File: src/sar_scan_defines.vh
// constants for the converter scan sequencer
`ifndef SAR_SCAN_DEFINES_VH
`define SAR_SCAN_DEFINES_VH
// register byte offsets
`define OFS_CONV_CFG  8'h00
`define OFS_REF_CFG   8'h04
`define OFS_DEL_CFG   8'h08
`define OFS_HOLD_CFG  8'h0C
`define OFS_SCAN_SEL  8'h10
`define OFS_CLK_CFG   8'h14
`define OFS_CMD       8'h18
`define OFS_STATUS    8'h1C
`define OFS_RESULT    8'h20
`define OFS_SETTLE    8'h24
`define OFS_DURATION  8'h28
`define RST_CFG       8'h00
`define RST_MDIV      8'h01
// field positions
`define F_AVG     1:0
`define F_DIV     4:3
`define F_RES     6:5
`define F_BATMODE 0
`define F_REFSET  3:2
`define F_EXTREF  4
`define F_REFON   5
`define F_DEL     2:0
`define F_DELEN   3
`define F_HOLD    6:5
`define F_SEL     3:0
`define F_SEL_EXT1 0
`define F_SEL_EXT2 1
`define F_SEL_BATT 2
`define F_SEL_TEMP 3
`define F_RMODE1  4
`define F_RMODE2  5
`define F_CLKSEL  7
`define F_MDIV    6:0
`define F_CMD     3:0
`define ST_BUSY   6
`define ST_AVAIL  5
// commands
`define CMD_STOP  4'h0
`define CMD_COORD 4'h1
`define CMD_PRESS 4'h2
`define CMD_TEMP  4'h3
`define CMD_EXT1  4'h4
`define CMD_EXT2  4'h5
`define CMD_BATT  4'h6
`define CMD_AUTO  4'h7
`define CMD_PORT  4'h8
// timing terms, in converter clock periods
`define OVH_COORD    16'h000F
`define OVH_PRESS    16'h0016
`define OVH_MEAS     16'h0011
`define OVH_PORT     16'h0023
`define OVH_CONV     16'h000D
`define AUTO_PER_INP 16'h0009
`define N1_CONVERSION_CLOCK_DIVIDER      16'h0006
`define N1_OTHER     16'h0007
`define N2_TEMP      16'h0018
`define N2_RES       16'h0190
`define N2_OTHER     16'h000D
`define N2_AUTO_TEMP 16'h000B
`define N4_DEL       16'h0007
`define REF_FAST     16'h0003
`define REF_BASE     16'h0001
`define BAT_DIV      16'h0004
`define BAT_RES      16'h000C
`define PAIR_CNT     16'h0002
`define PORT_CNT     16'h0003
`define DIV_ONE      16'h0001
`define ONE16        16'h0001
`define ZERO16       16'h0000
// code tables for averaging, resolution and divider
`define AVG_0 16'h0001
`define AVG_1 16'h0004
`define AVG_2 16'h0008
`define AVG_3 16'h0010
`define RES_0 16'h000A
`define RES_1 16'h0008
`define RES_2 16'h000C
`define RES_3 16'h000C
`define DIV_0 16'h0001
`define DIV_1 16'h0002
`define DIV_2 16'h0004
`define DIV_3 16'h0008
`define OSC_PERIOD_NS 122
`define CLK_PERIOD_NS 20
`endif

File: src/sar_scan_conversion_timing.v
// scan sequencer with wishbone registers and duration calculation
//
// What this block does
// - coordinate scan lasts settle plus averaged conversions, overheads, plus 15 clocks.
// - n1 is 6 clocks with divider one, else 7 clocks.
// - pressure pair lasts settle plus twice averaged terms plus 22 clocks.
// - single measurement lasts averaged conversions, averages times n1+n2, 17, n3.
// - battery as plain input forces divider 4 and 12-bit resolution.
// - n2 is 24 for temperature, 400 for resistance, 13 otherwise.
// - reference overhead 0 external, 3 fast or always on, else 1+settle.
// - reference settle code sits in bits 3..2 of reference config.
// - with hold field 00 results update without waiting for a read.
// - autoscan cycle sums per-input terms, averaged n2, 9 per input, n3+n4, delay.
// - autoscan converts one to four inputs chosen by enable bits.
// - autoscan adds 11 clocks per average when temperature is selected.
// - delay from bits 2..0, zero while enable bit 3 is clear.
// - port scan lasts three averaged conversion sets plus 35 plus reference.
// - divider in bits 4..3, resolution in bits 6..5 of converter config.
// - average count from bits 1..0, one when averaging disabled.
// - converter clock from oscillator or divided master clock by select bit.
`timescale 1ns/100ps
`include "sar_scan_defines.vh"
module sar_scan_conversion_timing #(
  parameter [15:0] REF_UNIT = 16'h0020,
  parameter [15:0] DEL_UNIT = 16'h0040
) (
  input  wire        clk,
  input  wire        rst,
  input  wire        wbCyc,
  input  wire        wbStb,
  input  wire        wbWe,
  input  wire [7:0]  wbAdr,
  input  wire [3:0]  wbSel,
  input  wire [31:0] wbDatI,
  output reg  [31:0] wbDatO,
  output reg         wbAck,
  input  wire        mclkPin,
  output reg         dataReady,
  output reg         busy
);
  localparam [1:0] S_IDLE = 2'h0;
  localparam [1:0] S_RUN  = 2'h1;
  localparam [1:0] S_FIN  = 2'h2;

  reg [7:0]  cfgConv_q;
  reg [7:0]  cfgRef_q;
  reg [7:0]  cfgDel_q;
  reg [7:0]  cfgHold_q;
  reg [7:0]  scanSel_q;
  reg [7:0]  cfgClk_q;
  reg [7:0]  settle_q;
  reg [3:0]  cmd_q;
  reg        startReq_q;
  reg [1:0]  state_q;
  reg [15:0] runTotal_q;
  reg [15:0] result_q;
  reg [3:0]  resultCmd_q;
  reg        dataAvail_q;

  reg [15:0] avgN;
  reg [15:0] resN;
  reg [15:0] divN;
  reg [15:0] n1;
  reg [15:0] n2;
  reg [15:0] n2a;
  reg [15:0] n3a;
  reg [15:0] n4;
  reg [15:0] convT;
  reg [15:0] ovhT;
  reg [15:0] refO;
  reg [15:0] inpN;
  reg [15:0] delC;
  reg [15:0] total;
  reg        batAux;

  wire        convTick;
  wire        cntBusy;
  wire        cntDone;
  wire        access   = wbCyc && wbStb && !wbAck;
  wire        wrStb    = access && wbWe && wbSel[0];
  wire        cmdWrite = wrStb && (wbAdr == `OFS_CMD);
  wire        resRead  = access && !wbWe && (wbAdr == `OFS_RESULT);
  wire        holdOff  = (cfgHold_q[`F_HOLD] != 2'b00) && dataAvail_q;
  wire        canStore = (state_q == S_FIN) && !holdOff;
  wire        autoOn   = (cmd_q == `CMD_AUTO);
  wire        startOk  = (state_q == S_IDLE) && startReq_q && !cmdWrite &&
                         (total != `ZERO16);
  wire        loadCnt  = startOk || (canStore && autoOn);

  ////////////////////////////////////////////////////////////////////////
  // code tables
  function [15:0] avgOf;
    input [1:0] code;
    begin
      case (code)
        2'h0:    avgOf = `AVG_0;
        2'h1:    avgOf = `AVG_1;
        2'h2:    avgOf = `AVG_2;
        default: avgOf = `AVG_3;
      endcase
    end
  endfunction

  function [15:0] resOf;
    input [1:0] code;
    begin
      case (code)
        2'h0:    resOf = `RES_0;
        2'h1:    resOf = `RES_1;
        2'h2:    resOf = `RES_2;
        default: resOf = `RES_3;
      endcase
    end
  endfunction

  function [15:0] divOf;
    input [1:0] code;
    begin
      case (code)
        2'h0:    divOf = `DIV_0;
        2'h1:    divOf = `DIV_1;
        2'h2:    divOf = `DIV_2;
        default: divOf = `DIV_3;
      endcase
    end
  endfunction

  // shared by single measurement, autoscan and port scan
  function [15:0] refOvh;
    input        extRef;
    input        refOn;
    input [1:0]  code;
    input [15:0] unit;
    begin
      if (extRef) begin
        refOvh = `ZERO16;
      end else if ((code == 2'b00) || refOn) begin
        refOvh = `REF_FAST;
      end else begin
        refOvh = `REF_BASE + {14'h0000, code} * unit;
      end
    end
  endfunction

  ////////////////////////////////////////////////////////////////////////
  // scan duration in converter clock periods
  always @* begin
    batAux = (cmd_q == `CMD_BATT) && !cfgRef_q[`F_BATMODE];
    avgN   = avgOf(cfgConv_q[`F_AVG]);
    resN   = batAux ? `BAT_RES : resOf(cfgConv_q[`F_RES]);
    divN   = batAux ? `BAT_DIV : divOf(cfgConv_q[`F_DIV]);
    n1     = (divN == `DIV_ONE) ? `N1_CONVERSION_CLOCK_DIVIDER : `N1_OTHER;
    convT  = avgN * (resN + `ONE16) * divN;
    ovhT   = avgN * (n1 + `OVH_CONV);
    refO   = refOvh(cfgRef_q[`F_EXTREF], cfgRef_q[`F_REFON],
                    cfgRef_q[`F_REFSET], REF_UNIT);
    inpN   = {15'h0000, scanSel_q[`F_SEL_EXT1]} + {15'h0000, scanSel_q[`F_SEL_EXT2]} +
             {15'h0000, scanSel_q[`F_SEL_BATT]} + {15'h0000, scanSel_q[`F_SEL_TEMP]};
    delC   = cfgDel_q[`F_DELEN] ? {13'h0000, cfgDel_q[`F_DEL]} * DEL_UNIT
                                : `ZERO16;
    n4     = (delC != `ZERO16) ? `N4_DEL : `ZERO16;
    n3a    = (cfgRef_q[`F_EXTREF] || (delC == `ZERO16)) ? `ZERO16 : refO;
    n2a    = scanSel_q[`F_SEL_TEMP] ? `N2_AUTO_TEMP : `ZERO16;
    case (cmd_q)
      `CMD_TEMP: n2 = `N2_TEMP;
      `CMD_EXT1: n2 = scanSel_q[`F_RMODE1] ? `N2_RES : `N2_OTHER;
      `CMD_EXT2: n2 = scanSel_q[`F_RMODE2] ? `N2_RES : `N2_OTHER;
      default:   n2 = `N2_OTHER;
    endcase
    case (cmd_q)
      `CMD_COORD: total = {8'h00, settle_q} + convT + ovhT + `OVH_COORD;
      `CMD_PRESS: total = {8'h00, settle_q} + `PAIR_CNT * (convT + ovhT) +
                          `OVH_PRESS;
      `CMD_TEMP,
      `CMD_EXT1,
      `CMD_EXT2,
      `CMD_BATT:  total = convT + avgN * (n1 + n2) + `OVH_MEAS + refO;
      `CMD_AUTO:  total = (inpN == `ZERO16) ? `ZERO16 :
                          inpN * (convT + ovhT) + avgN * n2a +
                          inpN * `AUTO_PER_INP + n3a + n4 + delC;
      `CMD_PORT:  total = `PORT_CNT * (convT + ovhT) + `OVH_PORT + refO;
      default:    total = `ZERO16;
    endcase
  end

  ////////////////////////////////////////////////////////////////////////
  // wishbone slave: one wait state, ack for one cycle
  always @(posedge clk) begin
    if (rst) begin
      wbAck     <= 1'b0;
      wbDatO    <= 32'h0000_0000;
      cfgConv_q <= `RST_CFG;
      cfgRef_q  <= `RST_CFG;
      cfgDel_q  <= `RST_CFG;
      cfgHold_q <= `RST_CFG;
      scanSel_q <= `RST_CFG;
      cfgClk_q  <= `RST_MDIV;
      settle_q  <= `RST_CFG;
    end else begin
      wbAck <= access;
      if (wrStb) begin
        case (wbAdr)
          `OFS_CONV_CFG: cfgConv_q <= wbDatI[7:0];
          `OFS_REF_CFG:  cfgRef_q  <= wbDatI[7:0];
          `OFS_DEL_CFG:  cfgDel_q  <= wbDatI[7:0];
          `OFS_HOLD_CFG: cfgHold_q <= wbDatI[7:0];
          `OFS_SCAN_SEL: scanSel_q <= wbDatI[7:0];
          `OFS_CLK_CFG:  cfgClk_q  <= wbDatI[7:0];
          `OFS_SETTLE:   settle_q  <= wbDatI[7:0];
          default: begin
          end
        endcase
      end
      if (access) begin
        case (wbAdr)
          `OFS_CONV_CFG: wbDatO <= {24'h00_0000, cfgConv_q};
          `OFS_REF_CFG:  wbDatO <= {24'h00_0000, cfgRef_q};
          `OFS_DEL_CFG:  wbDatO <= {24'h00_0000, cfgDel_q};
          `OFS_HOLD_CFG: wbDatO <= {24'h00_0000, cfgHold_q};
          `OFS_SCAN_SEL: wbDatO <= {24'h00_0000, scanSel_q};
          `OFS_CLK_CFG:  wbDatO <= {24'h00_0000, cfgClk_q};
          `OFS_SETTLE:   wbDatO <= {24'h00_0000, settle_q};
          `OFS_CMD:      wbDatO <= {28'h000_0000, cmd_q};
          `OFS_STATUS:   wbDatO <= {24'h00_0000, 1'b0, busy, dataAvail_q, 5'h00};
          `OFS_RESULT:   wbDatO <= {12'h000, resultCmd_q, result_q};
          `OFS_DURATION: wbDatO <= {16'h0000, total};
          default:       wbDatO <= 32'h0000_0000;
        endcase
      end
    end
  end

  ////////////////////////////////////////////////////////////////////////
  // sequencer
  // any command write aborts the scan in flight; stop just leaves it idle
  always @(posedge clk) begin
    if (rst) begin
      cmd_q       <= `CMD_STOP;
      startReq_q  <= 1'b0;
      state_q     <= S_IDLE;
      runTotal_q  <= `ZERO16;
      result_q    <= `ZERO16;
      resultCmd_q <= `CMD_STOP;
      dataAvail_q <= 1'b0;
      busy        <= 1'b0;
      dataReady   <= 1'b0;
    end else begin
      if (cmdWrite) begin
        cmd_q      <= wbDatI[`F_CMD];
        startReq_q <= (wbDatI[`F_CMD] != `CMD_STOP);
      end else if (state_q == S_IDLE) begin
        startReq_q <= 1'b0;
      end
      if (loadCnt) begin
        runTotal_q <= total;
      end
      // set wins over the clear by a result read
      if (canStore) begin
        result_q    <= runTotal_q;
        resultCmd_q <= cmd_q;
        dataAvail_q <= 1'b1;
      end else if (resRead) begin
        dataAvail_q <= 1'b0;
      end
      case (state_q)
        S_IDLE: begin
          if (startOk) begin
            state_q <= S_RUN;
          end
        end
        S_RUN: begin
          if (cmdWrite) begin
            state_q <= S_IDLE;
          end else if (cntDone) begin
            state_q <= S_FIN;
          end
        end
        S_FIN: begin
          // hold field 00 never waits for the host to read
          if (cmdWrite) begin
            state_q <= S_IDLE;
          end else if (canStore) begin
            state_q <= autoOn ? S_RUN : S_IDLE;
          end
        end
        default: state_q <= S_IDLE;
      endcase
      // run state covers the gap between the last tick and the store
      busy      <= loadCnt || (cntBusy && !cmdWrite) ||
                   ((state_q == S_RUN) && !cmdWrite) ||
                   ((state_q == S_FIN) && !canStore && !cmdWrite);
      dataReady <= canStore || (dataAvail_q && !resRead);
    end
  end

  conv_clock_gen u_clk (
    .clk     (clk),
    .rst     (rst),
    .useMclk (cfgClk_q[`F_CLKSEL]),
    .mclkDiv (cfgClk_q[`F_MDIV]),
    .mclkPin (mclkPin),
    .tick    (convTick)
  );

  scan_cycle_counter #(
    .W (16)
  ) u_cnt (
    .clk     (clk),
    .rst     (rst),
    .load    (loadCnt),
    .loadVal (total),
    .tick    (convTick),
    .abort   (cmdWrite),
    .busy    (cntBusy),
    .done    (cntDone)
  );
endmodule

File: src/conv_clock_gen.v
// converter clock tick from the oscillator or the divided master clock
`timescale 1ns/100ps
`include "sar_scan_defines.vh"
module conv_clock_gen #(
  parameter integer OSC_CYCLES = `OSC_PERIOD_NS / `CLK_PERIOD_NS
) (
  input  wire       clk,
  input  wire       rst,
  input  wire       useMclk,
  input  wire [6:0] mclkDiv,
  input  wire       mclkPin,
  output reg        tick
);
  localparam integer OSC_LAST_I = OSC_CYCLES - 1;
  localparam [7:0]   OSC_LAST   = OSC_LAST_I[7:0];
  reg [7:0] oscCnt_q;
  reg       mSync1_q;
  reg       mSync2_q;
  reg       mSync3_q;
  reg [6:0] mCnt_q;
  wire       mEdge   = mSync2_q & ~mSync3_q;
  wire [6:0] mdivEff = (mclkDiv == 7'h00) ? 7'h01 : mclkDiv;
  wire       mTerm   = mEdge && (mCnt_q == mdivEff - 7'h01);
  wire       oscTerm = (oscCnt_q == OSC_LAST);
  always @(posedge clk) begin
    if (rst) begin
      oscCnt_q <= 8'h00;
      mSync1_q <= 1'b0;
      mSync2_q <= 1'b0;
      mSync3_q <= 1'b0;
      mCnt_q   <= 7'h00;
      tick     <= 1'b0;
    end else begin
      mSync1_q <= mclkPin;
      mSync2_q <= mSync1_q;
      mSync3_q <= mSync2_q;
      oscCnt_q <= oscTerm ? 8'h00 : oscCnt_q + 8'h01;
      if (mEdge) begin
        mCnt_q <= mTerm ? 7'h00 : mCnt_q + 7'h01;
      end
      tick <= useMclk ? mTerm : oscTerm;
    end
  end
endmodule

File: src/scan_cycle_counter.v
// down counter of converter clock periods for one scan
`timescale 1ns/100ps
module scan_cycle_counter #(
  parameter integer W = 16
) (
  input  wire         clk,
  input  wire         rst,
  input  wire         load,
  input  wire [W-1:0] loadVal,
  input  wire         tick,
  input  wire         abort,
  output reg          busy,
  output reg          done
);
  reg [W-1:0] count_q;
  always @(posedge clk) begin
    if (rst) begin
      count_q <= {W{1'b0}};
      busy    <= 1'b0;
      done    <= 1'b0;
    end else begin
      done <= 1'b0;
      if (abort) begin
        busy <= 1'b0;
      end else if (load) begin
        count_q <= loadVal;
        busy    <= 1'b1;
      end else if (busy && tick) begin
        if (count_q <= {{(W-1){1'b0}}, 1'b1}) begin
          busy <= 1'b0;
          done <= 1'b1;
        end else begin
          count_q <= count_q - {{(W-1){1'b0}}, 1'b1};
        end
      end
    end
  end
endmodule

File: config.mk
export PLATFORM = sky130hd
export DESIGN_NAME = sar_scan_conversion_timing
export DESIGN_NICKNAME = d
export VERILOG_FILES = /design/src/sar_scan_conversion_timing.v /design/src/conv_clock_gen.v /design/src/scan_cycle_counter.v
export VERILOG_INCLUDE_DIRS = /design/src /design/src/src
export SDC_FILE = /design/constraint.sdc
export NUM_CORES = 1
export LEC_CHECK = 0
export BUFFER_PORTS_ARGS = -buffer_cell sky130_fd_sc_hd__buf_2
export CORE_UTILIZATION = 45
export CTS_CLUSTER_SIZE = 12
export DETAILED_ROUTE_END_ITERATION = 16
export GPL_ROUTABILITY_DRIVEN = 0
export MAX_ROUTING_LAYER = met4
export PLACE_DENSITY = 0.63
export REMOVE_ABC_BUFFERS = 1
export SLEW_MARGIN = 20
export SYNTH_ARGS = -nofsm -noshare
export SYNTH_HDL_FRONTEND = slang
export SYNTH_SLANG_ARGS = --single-unit
File: constraint.sdc
create_clock -name clk -period 21.8 [get_ports clk]
set_input_delay 0 -clock clk [delete_from_list [all_inputs] [get_ports clk]]
set_output_delay 0 -clock clk [all_outputs]
set_load 0.05 [all_outputs]
* Word-level counts from Yosys, hierarchy flattened
Cells that the tools add are included.
Storage, ports and cells: bits in registers 172, bits in latches 0, RAM bits 0, bits in read-only memories 0, input bits 50, output and inout bits 35, memories kept 0
Operators by class: add/subtract/negate cells 27, multiply operators 8, divide/modulo/power cells 0, $lt $le $gt $ge 1, equality and inequality tests 32, shift operators 0, multiplexer cells 39, bitwise gates (word level) 4, reductions and logical operators 66
Operators with widths (count):
- case mux 20 bit (11 select lines) | 1
- adder 16 bit | 7
- 2-to-1 mux 16 bit | 7
- case mux 16 bit (5 select lines) | 1
- multiplier 16 x 16 -> 16 bit | 3
- adder 16 x 5 -> 16 bit (second input constant) | 2
- adder 8 x 16 -> 16 bit | 2
- == test 8 x 5 -> 1 bit (second input constant) | 4
- zero test 16 bit | 2
- nonzero test 16 bit | 2
- 2-to-1 mux 9 bit | 3
- case mux 9 bit (3 select lines) | 1
- == test 8 x 6 -> 1 bit (second input constant) | 3
- logical AND 1 bit | 21
- adder 16 x 1 -> 16 bit (second input constant) | 1
- adder 16 x 3 -> 16 bit | 1
- adder 16 x 4 -> 16 bit (second input constant) | 1
- adder 16 x 6 -> 16 bit (second input constant) | 1
- adder 16 x 8 -> 16 bit | 1
- adder 16 x 9 -> 16 bit | 1
- adder 3 x 16 -> 16 bit | 1
- == test 16 x 1 -> 1 bit (second input constant) | 1
- == test 4 x 3 -> 1 bit (second input constant) | 4
- == test 8 x 3 -> 1 bit (second input constant) | 2
- other kinds (48) | 104

* Depth between registers and ports, before layout
word-level depth 22, depth in mapped cells 51, depth with buffers taken out 49

* By module
A second synthesis with hierarchy kept.
Unflattened totals: cells, all modules 2149, area total of the unflattened synthesis 18109.9 um^2
Modules (own cells, without submodules):
- sar_scan_conversion_timing | instances 1, cells each 1898, area an instance 16002.8 um^2
- scan_cycle_counter | instances 1, cells each 138, area an instance 1104.8 um^2
- conv_clock_gen | instances 1, cells each 113, area an instance 1002.2 um^2

* Worst setup path after synthesis
No wires, ideal clock.
path kind register to register, start point register cmd_q[3], end point register u_cnt.count_q[4], arrival time 12199 ps, slack 9482 ps, stages on the path, launching flop included 47, buffers on the path 2, period minus slack after synthesis 12318 ps, path through dfxtp_1 -> buf_2 -> nand2b_1 -> nor3_1 -> or3_1 -> nor2_1 -> ha_1 -> ha_1 -> ha_1 -> fa_1 -> nand2_1 -> fa_1 -> inv_1 -> ha_1 -> inv_1 -> fa_1 -> inv_1 -> ha_1 -> (+11 left out) -> fa_1 -> inv_1 -> fa_1 -> fa_1 -> ha_1 -> o21ai_0 -> a211oi_1 -> o31a_1 -> or3_1 -> a32oi_1 -> o21ai_0 -> a221o_1 -> or4_4 -> or4b_4 -> o21ai_4 -> buf_6 -> a21oi_1 -> o221a_1
Between the ends: longest elaborated chain between the ends 21
Ends and longest elaborated chain:
- from (decl) | line sar_scan_conversion_timing.v:52 | reg [3:0] cmd_q;
- from (signal assigned) | line sar_scan_conversion_timing.v:238 | cmd_q <= `CMD_STOP;
- from (signal assigned) | line sar_scan_conversion_timing.v:249 | cmd_q <= wbDatI[`F_CMD];
- parallel branches: the longest is 21 deep, another holds adder 16 x 1 -> 16 bit
- to (signal assigned) | line scan_cycle_counter.v:18 | count_q <= {W{1'b0}};
- to (signal assigned) | line scan_cycle_counter.v:26 | count_q <= loadVal;
- to (signal assigned) | line scan_cycle_counter.v:33 | count_q <= count_q - {{(W-1){1'b0}}, 1'b1};
- to (decl) | line scan_cycle_counter.v:15 | reg [W-1:0] count_q;
Parallel ways; which one is timed is not known. A chain may end at the register's enable or synchronous reset.

* Worst setup path after layout
start point register cmd_q[1], end point register u_cnt.count_q[3]
Same word-level chain as after synthesis.

==> summary.txt <==
Port bufs: 45
Power per Cell Area: 34.3 nW/µm²
Maximum number of pins on one net before global-route repair: 83
Hold path startpoint: rst
Data required time of the worst path: 22.12 ns
Total gr overflow: 0
Post-synth EDFFs: 0
Fmax achieved: 0.0668 GHz
Count leader, synth: ha_1
Number of post-CTS setup repair buffers: 0
Actual slew at the worst max-slew pin: 1.11 ns
Path category of the worst min-delay check: in -> reg
Nets: 2,609
Fin crit share: 0.686
Sum of buffers and inverters on the critical path: 5
DIE WIDTH: 201 µm
Biggest area consumer among synthesized cells: ha_1
CTS Buf Count: 17
Worst Hold End: u_clk.mSync1_q
Critical Path Slowest Stage Cell: or4b_4
Crit path max fanout: 25
First drt pass iteration count: 6
Async set or reset register ratio after synthesis: 0
RSZ-0062 raised after global routing: no
Synth area leaders: ha_1 20%, dfxtp_1 18%, fa_1 11%
Worst Reg-to-Reg Cells: 47
Antenna violations before repair: 0
Total vias in the final route: 15.6k
Outcome: complete, no violations
Avg Vias per Cell: 5.76
VDD IR-drop max: 0.0610 mV
Final setup fails: 0
Sequential share of the synthesized area: 0.179
Worst r2r src: cmd_q[1]
CTS H-tree depth: 4
Row count: 72
Warnings, synthesis: 0
Starting density of the core: 0.459
Fillcell total: 3,822
FF/Latch Area: 3200 µm²
Clock Latency Late Sink: 0.43 ns
CP startpoint kind: register
CP top delay family: adder cells
Total clock sinks: 160
CTS tree: built
Total GRT Usage: 0.244
Clock Tree Buf Depth: 2
Initial DRC Count: 1,231
# IOs: 85
Layout cells sized above 1: 0.0715
Root buffer selected by CTS: clkbuf_16
Area after DPL: 18,600 µm²
Critical Path AT: 15.28 ns
Final Max Tran Viols: 0
Hold Fails Final Rpt: 0
HPWL Detailed: 37,800 µm
Number of global-route vias before repair: 14.9k
Core ar.: 38,900 µm²
Cell area after layout: 19,300 µm²
Reg2reg setup slack: 6.84 ns
CP Class: reg -> reg
Yosys reg bits: 160
Final min period: 14.96 ns
Top cell type's share of synthesized area: 0.196
P&R area growth vs syn: 8.30%
CP most frequent cell: ha_1
Final Routed Wirelength: 48,500 µm
Fin Setup TNS: 0 ns
Hold_buf cts: 12
Die ar.: 40,500 µm²
Syn Inst Count: 2,162
Slowest stage delay, CP: 0.77 ns
Multi-input logic area: 13,500 µm²
CTS clk-pin slew, worst paths: 0.07 ns
ANT nets after route: 0
Worst Hold Slack: 0.0935 ns
Max Cap Viol: 0
Post-cts sizing count: 0
Avg Cell Area, Syn: 8.26 µm²
P_leak: 9.40 nW
Clock Skews: 0.00862 ns
Global-route wire length before repair: 77,300 µm
DIE HEIGHT: 201 µm
Pwr Total: 0.664 mW
Slew HR: 0.258
# DRC: 0
Worst setup EP type: register
Synth cell count leaders: 279 x ha_1, 220 x nand2_1, 203 x inv_1, 188 x nor2_1, 160 x dfxtp_1
Hold Crit Depth: 2
Synthesized area: 17,900 µm²
Worst R2R End: u_cnt.count_q[3]
Distinct cells, synth: 103
Main synth FF type: dfxtp_1
Post-DR wirelength/cell: 17.9 µm
[power breakdown]
| group | leakage, nW | switching [mW] | total (mW) | internal, mW |
|---|---|---|---|---|
| combinational | 7.82 | 0.0330 | 0.0476 | 0.0146 |
| sequential | 1.29 | 0.00105 | 0.294 | 0.293 |
| clock | 0.297 | 0.129 | 0.322 | 0.193 |
| total | 9.40 | 0.163 | 0.664 | 0.501 |
[worst register-to-register path: cells and delay by family (launching register included)]
| kind | cells | cell delay, ns |
|---|---|---|
| xor gates and xnor gates | 2 | 0.69 |
| adders and majority gates | 16 | 5.69 |
| DFF | 1 | 0.73 |
| AOI/OAI and AO/OA | 10 | 3.40 |
| buffers and inverters | 5 | 0.66 |
| and+or+nand+nor | 14 | 3.68 |
[flip-flops by register name (all words and copies together) (netlist names), 2 cells and up]
signal / flops
cfgHold_q: 8
resultCmd_q: 4
u_cnt.count_q: 16
u_clk.mCnt_q: 7
u_clk.oscCnt_q: 8
result_q: 16
cfgRef_q: 8
scanSel_q: 8
runTotal_q: 16
settle_q: 8
cfgDel_q: 8
cfgClk_q: 8
state_q: 2
cmd_q: 4
wbDatO: 20
cfgConv_q: 8
[kinds of logic after synthesis]
family          Yosys count  synth area share
compound gates          455             0.178
xor+xnor                 94            0.0519
fa+ha+maj               376             0.304
buf+inv                 300            0.0678
flops                   160             0.179
mux                      26            0.0147
other cells               1          0.000210
simple gates            750             0.204
[stage by stage]
step	utilization	setup WS (ns)	cells
final	0.497	6.84	2715
after global routing	0.497	6.13	2714
after CTS	0.496	6.74	2713
after detailed placement	0.477	6.77	2669
after global placement	0.477	6.92	2669
after floorplan	-	9.10	2086
[how the worst max path moves through the flow]
stage                            start           endpoint  slack (ns)  cells past startpoint
final                         cmd_q[1]   u_cnt.count_q[3]        6.84                     47
after global routing          cmd_q[1]   u_cnt.count_q[3]        6.13                     46
after CTS                 cfgConv_q[1]   u_cnt.count_q[3]        6.74                     44
after detailed placement      cmd_q[1]   u_cnt.count_q[3]        6.77                     46
after global placement    cfgConv_q[1]  u_cnt.count_q[10]        6.92                     44
after floorplan               cmd_q[2]   u_cnt.count_q[3]        9.10                     44
[metal layers]
| layer | share of wire | track usage |
|---|---|---|
| met1 | 0.44 | 0.309 |
| met2 | 0.47 | 0.398 |
| met3 | 0.052 | 0.0327 |
| met4 | 0.030 | 0.0863 |
| met5 | 0 | - |
[cell type report]
cell class	instances	area share
antenna	1	0.000129
clock buffer	17	0.0220
clock inverter	15	0.0107
inverter	207	0.0403
multi-input combinational	1719	0.700
sequential	160	0.166
tap	518	0.0335
timing repair buffer	78	0.0272
[cells in the final DEF, fill, tap and decap left out, drive strengths merged, types with 25 or more instances in the layout]
cell type	count
a22oi	29
nor3	41
nand3	93
ha	279
nor2b	25
nand2	221
buf	66
nor2	190
xnor2	52
dfxtp	160
inv	209
xor2	38
a21o	30
and2	44
fa	97
a21oi	154
o21ai	48
No activity file was read; power rests on OpenSTA's default activity.
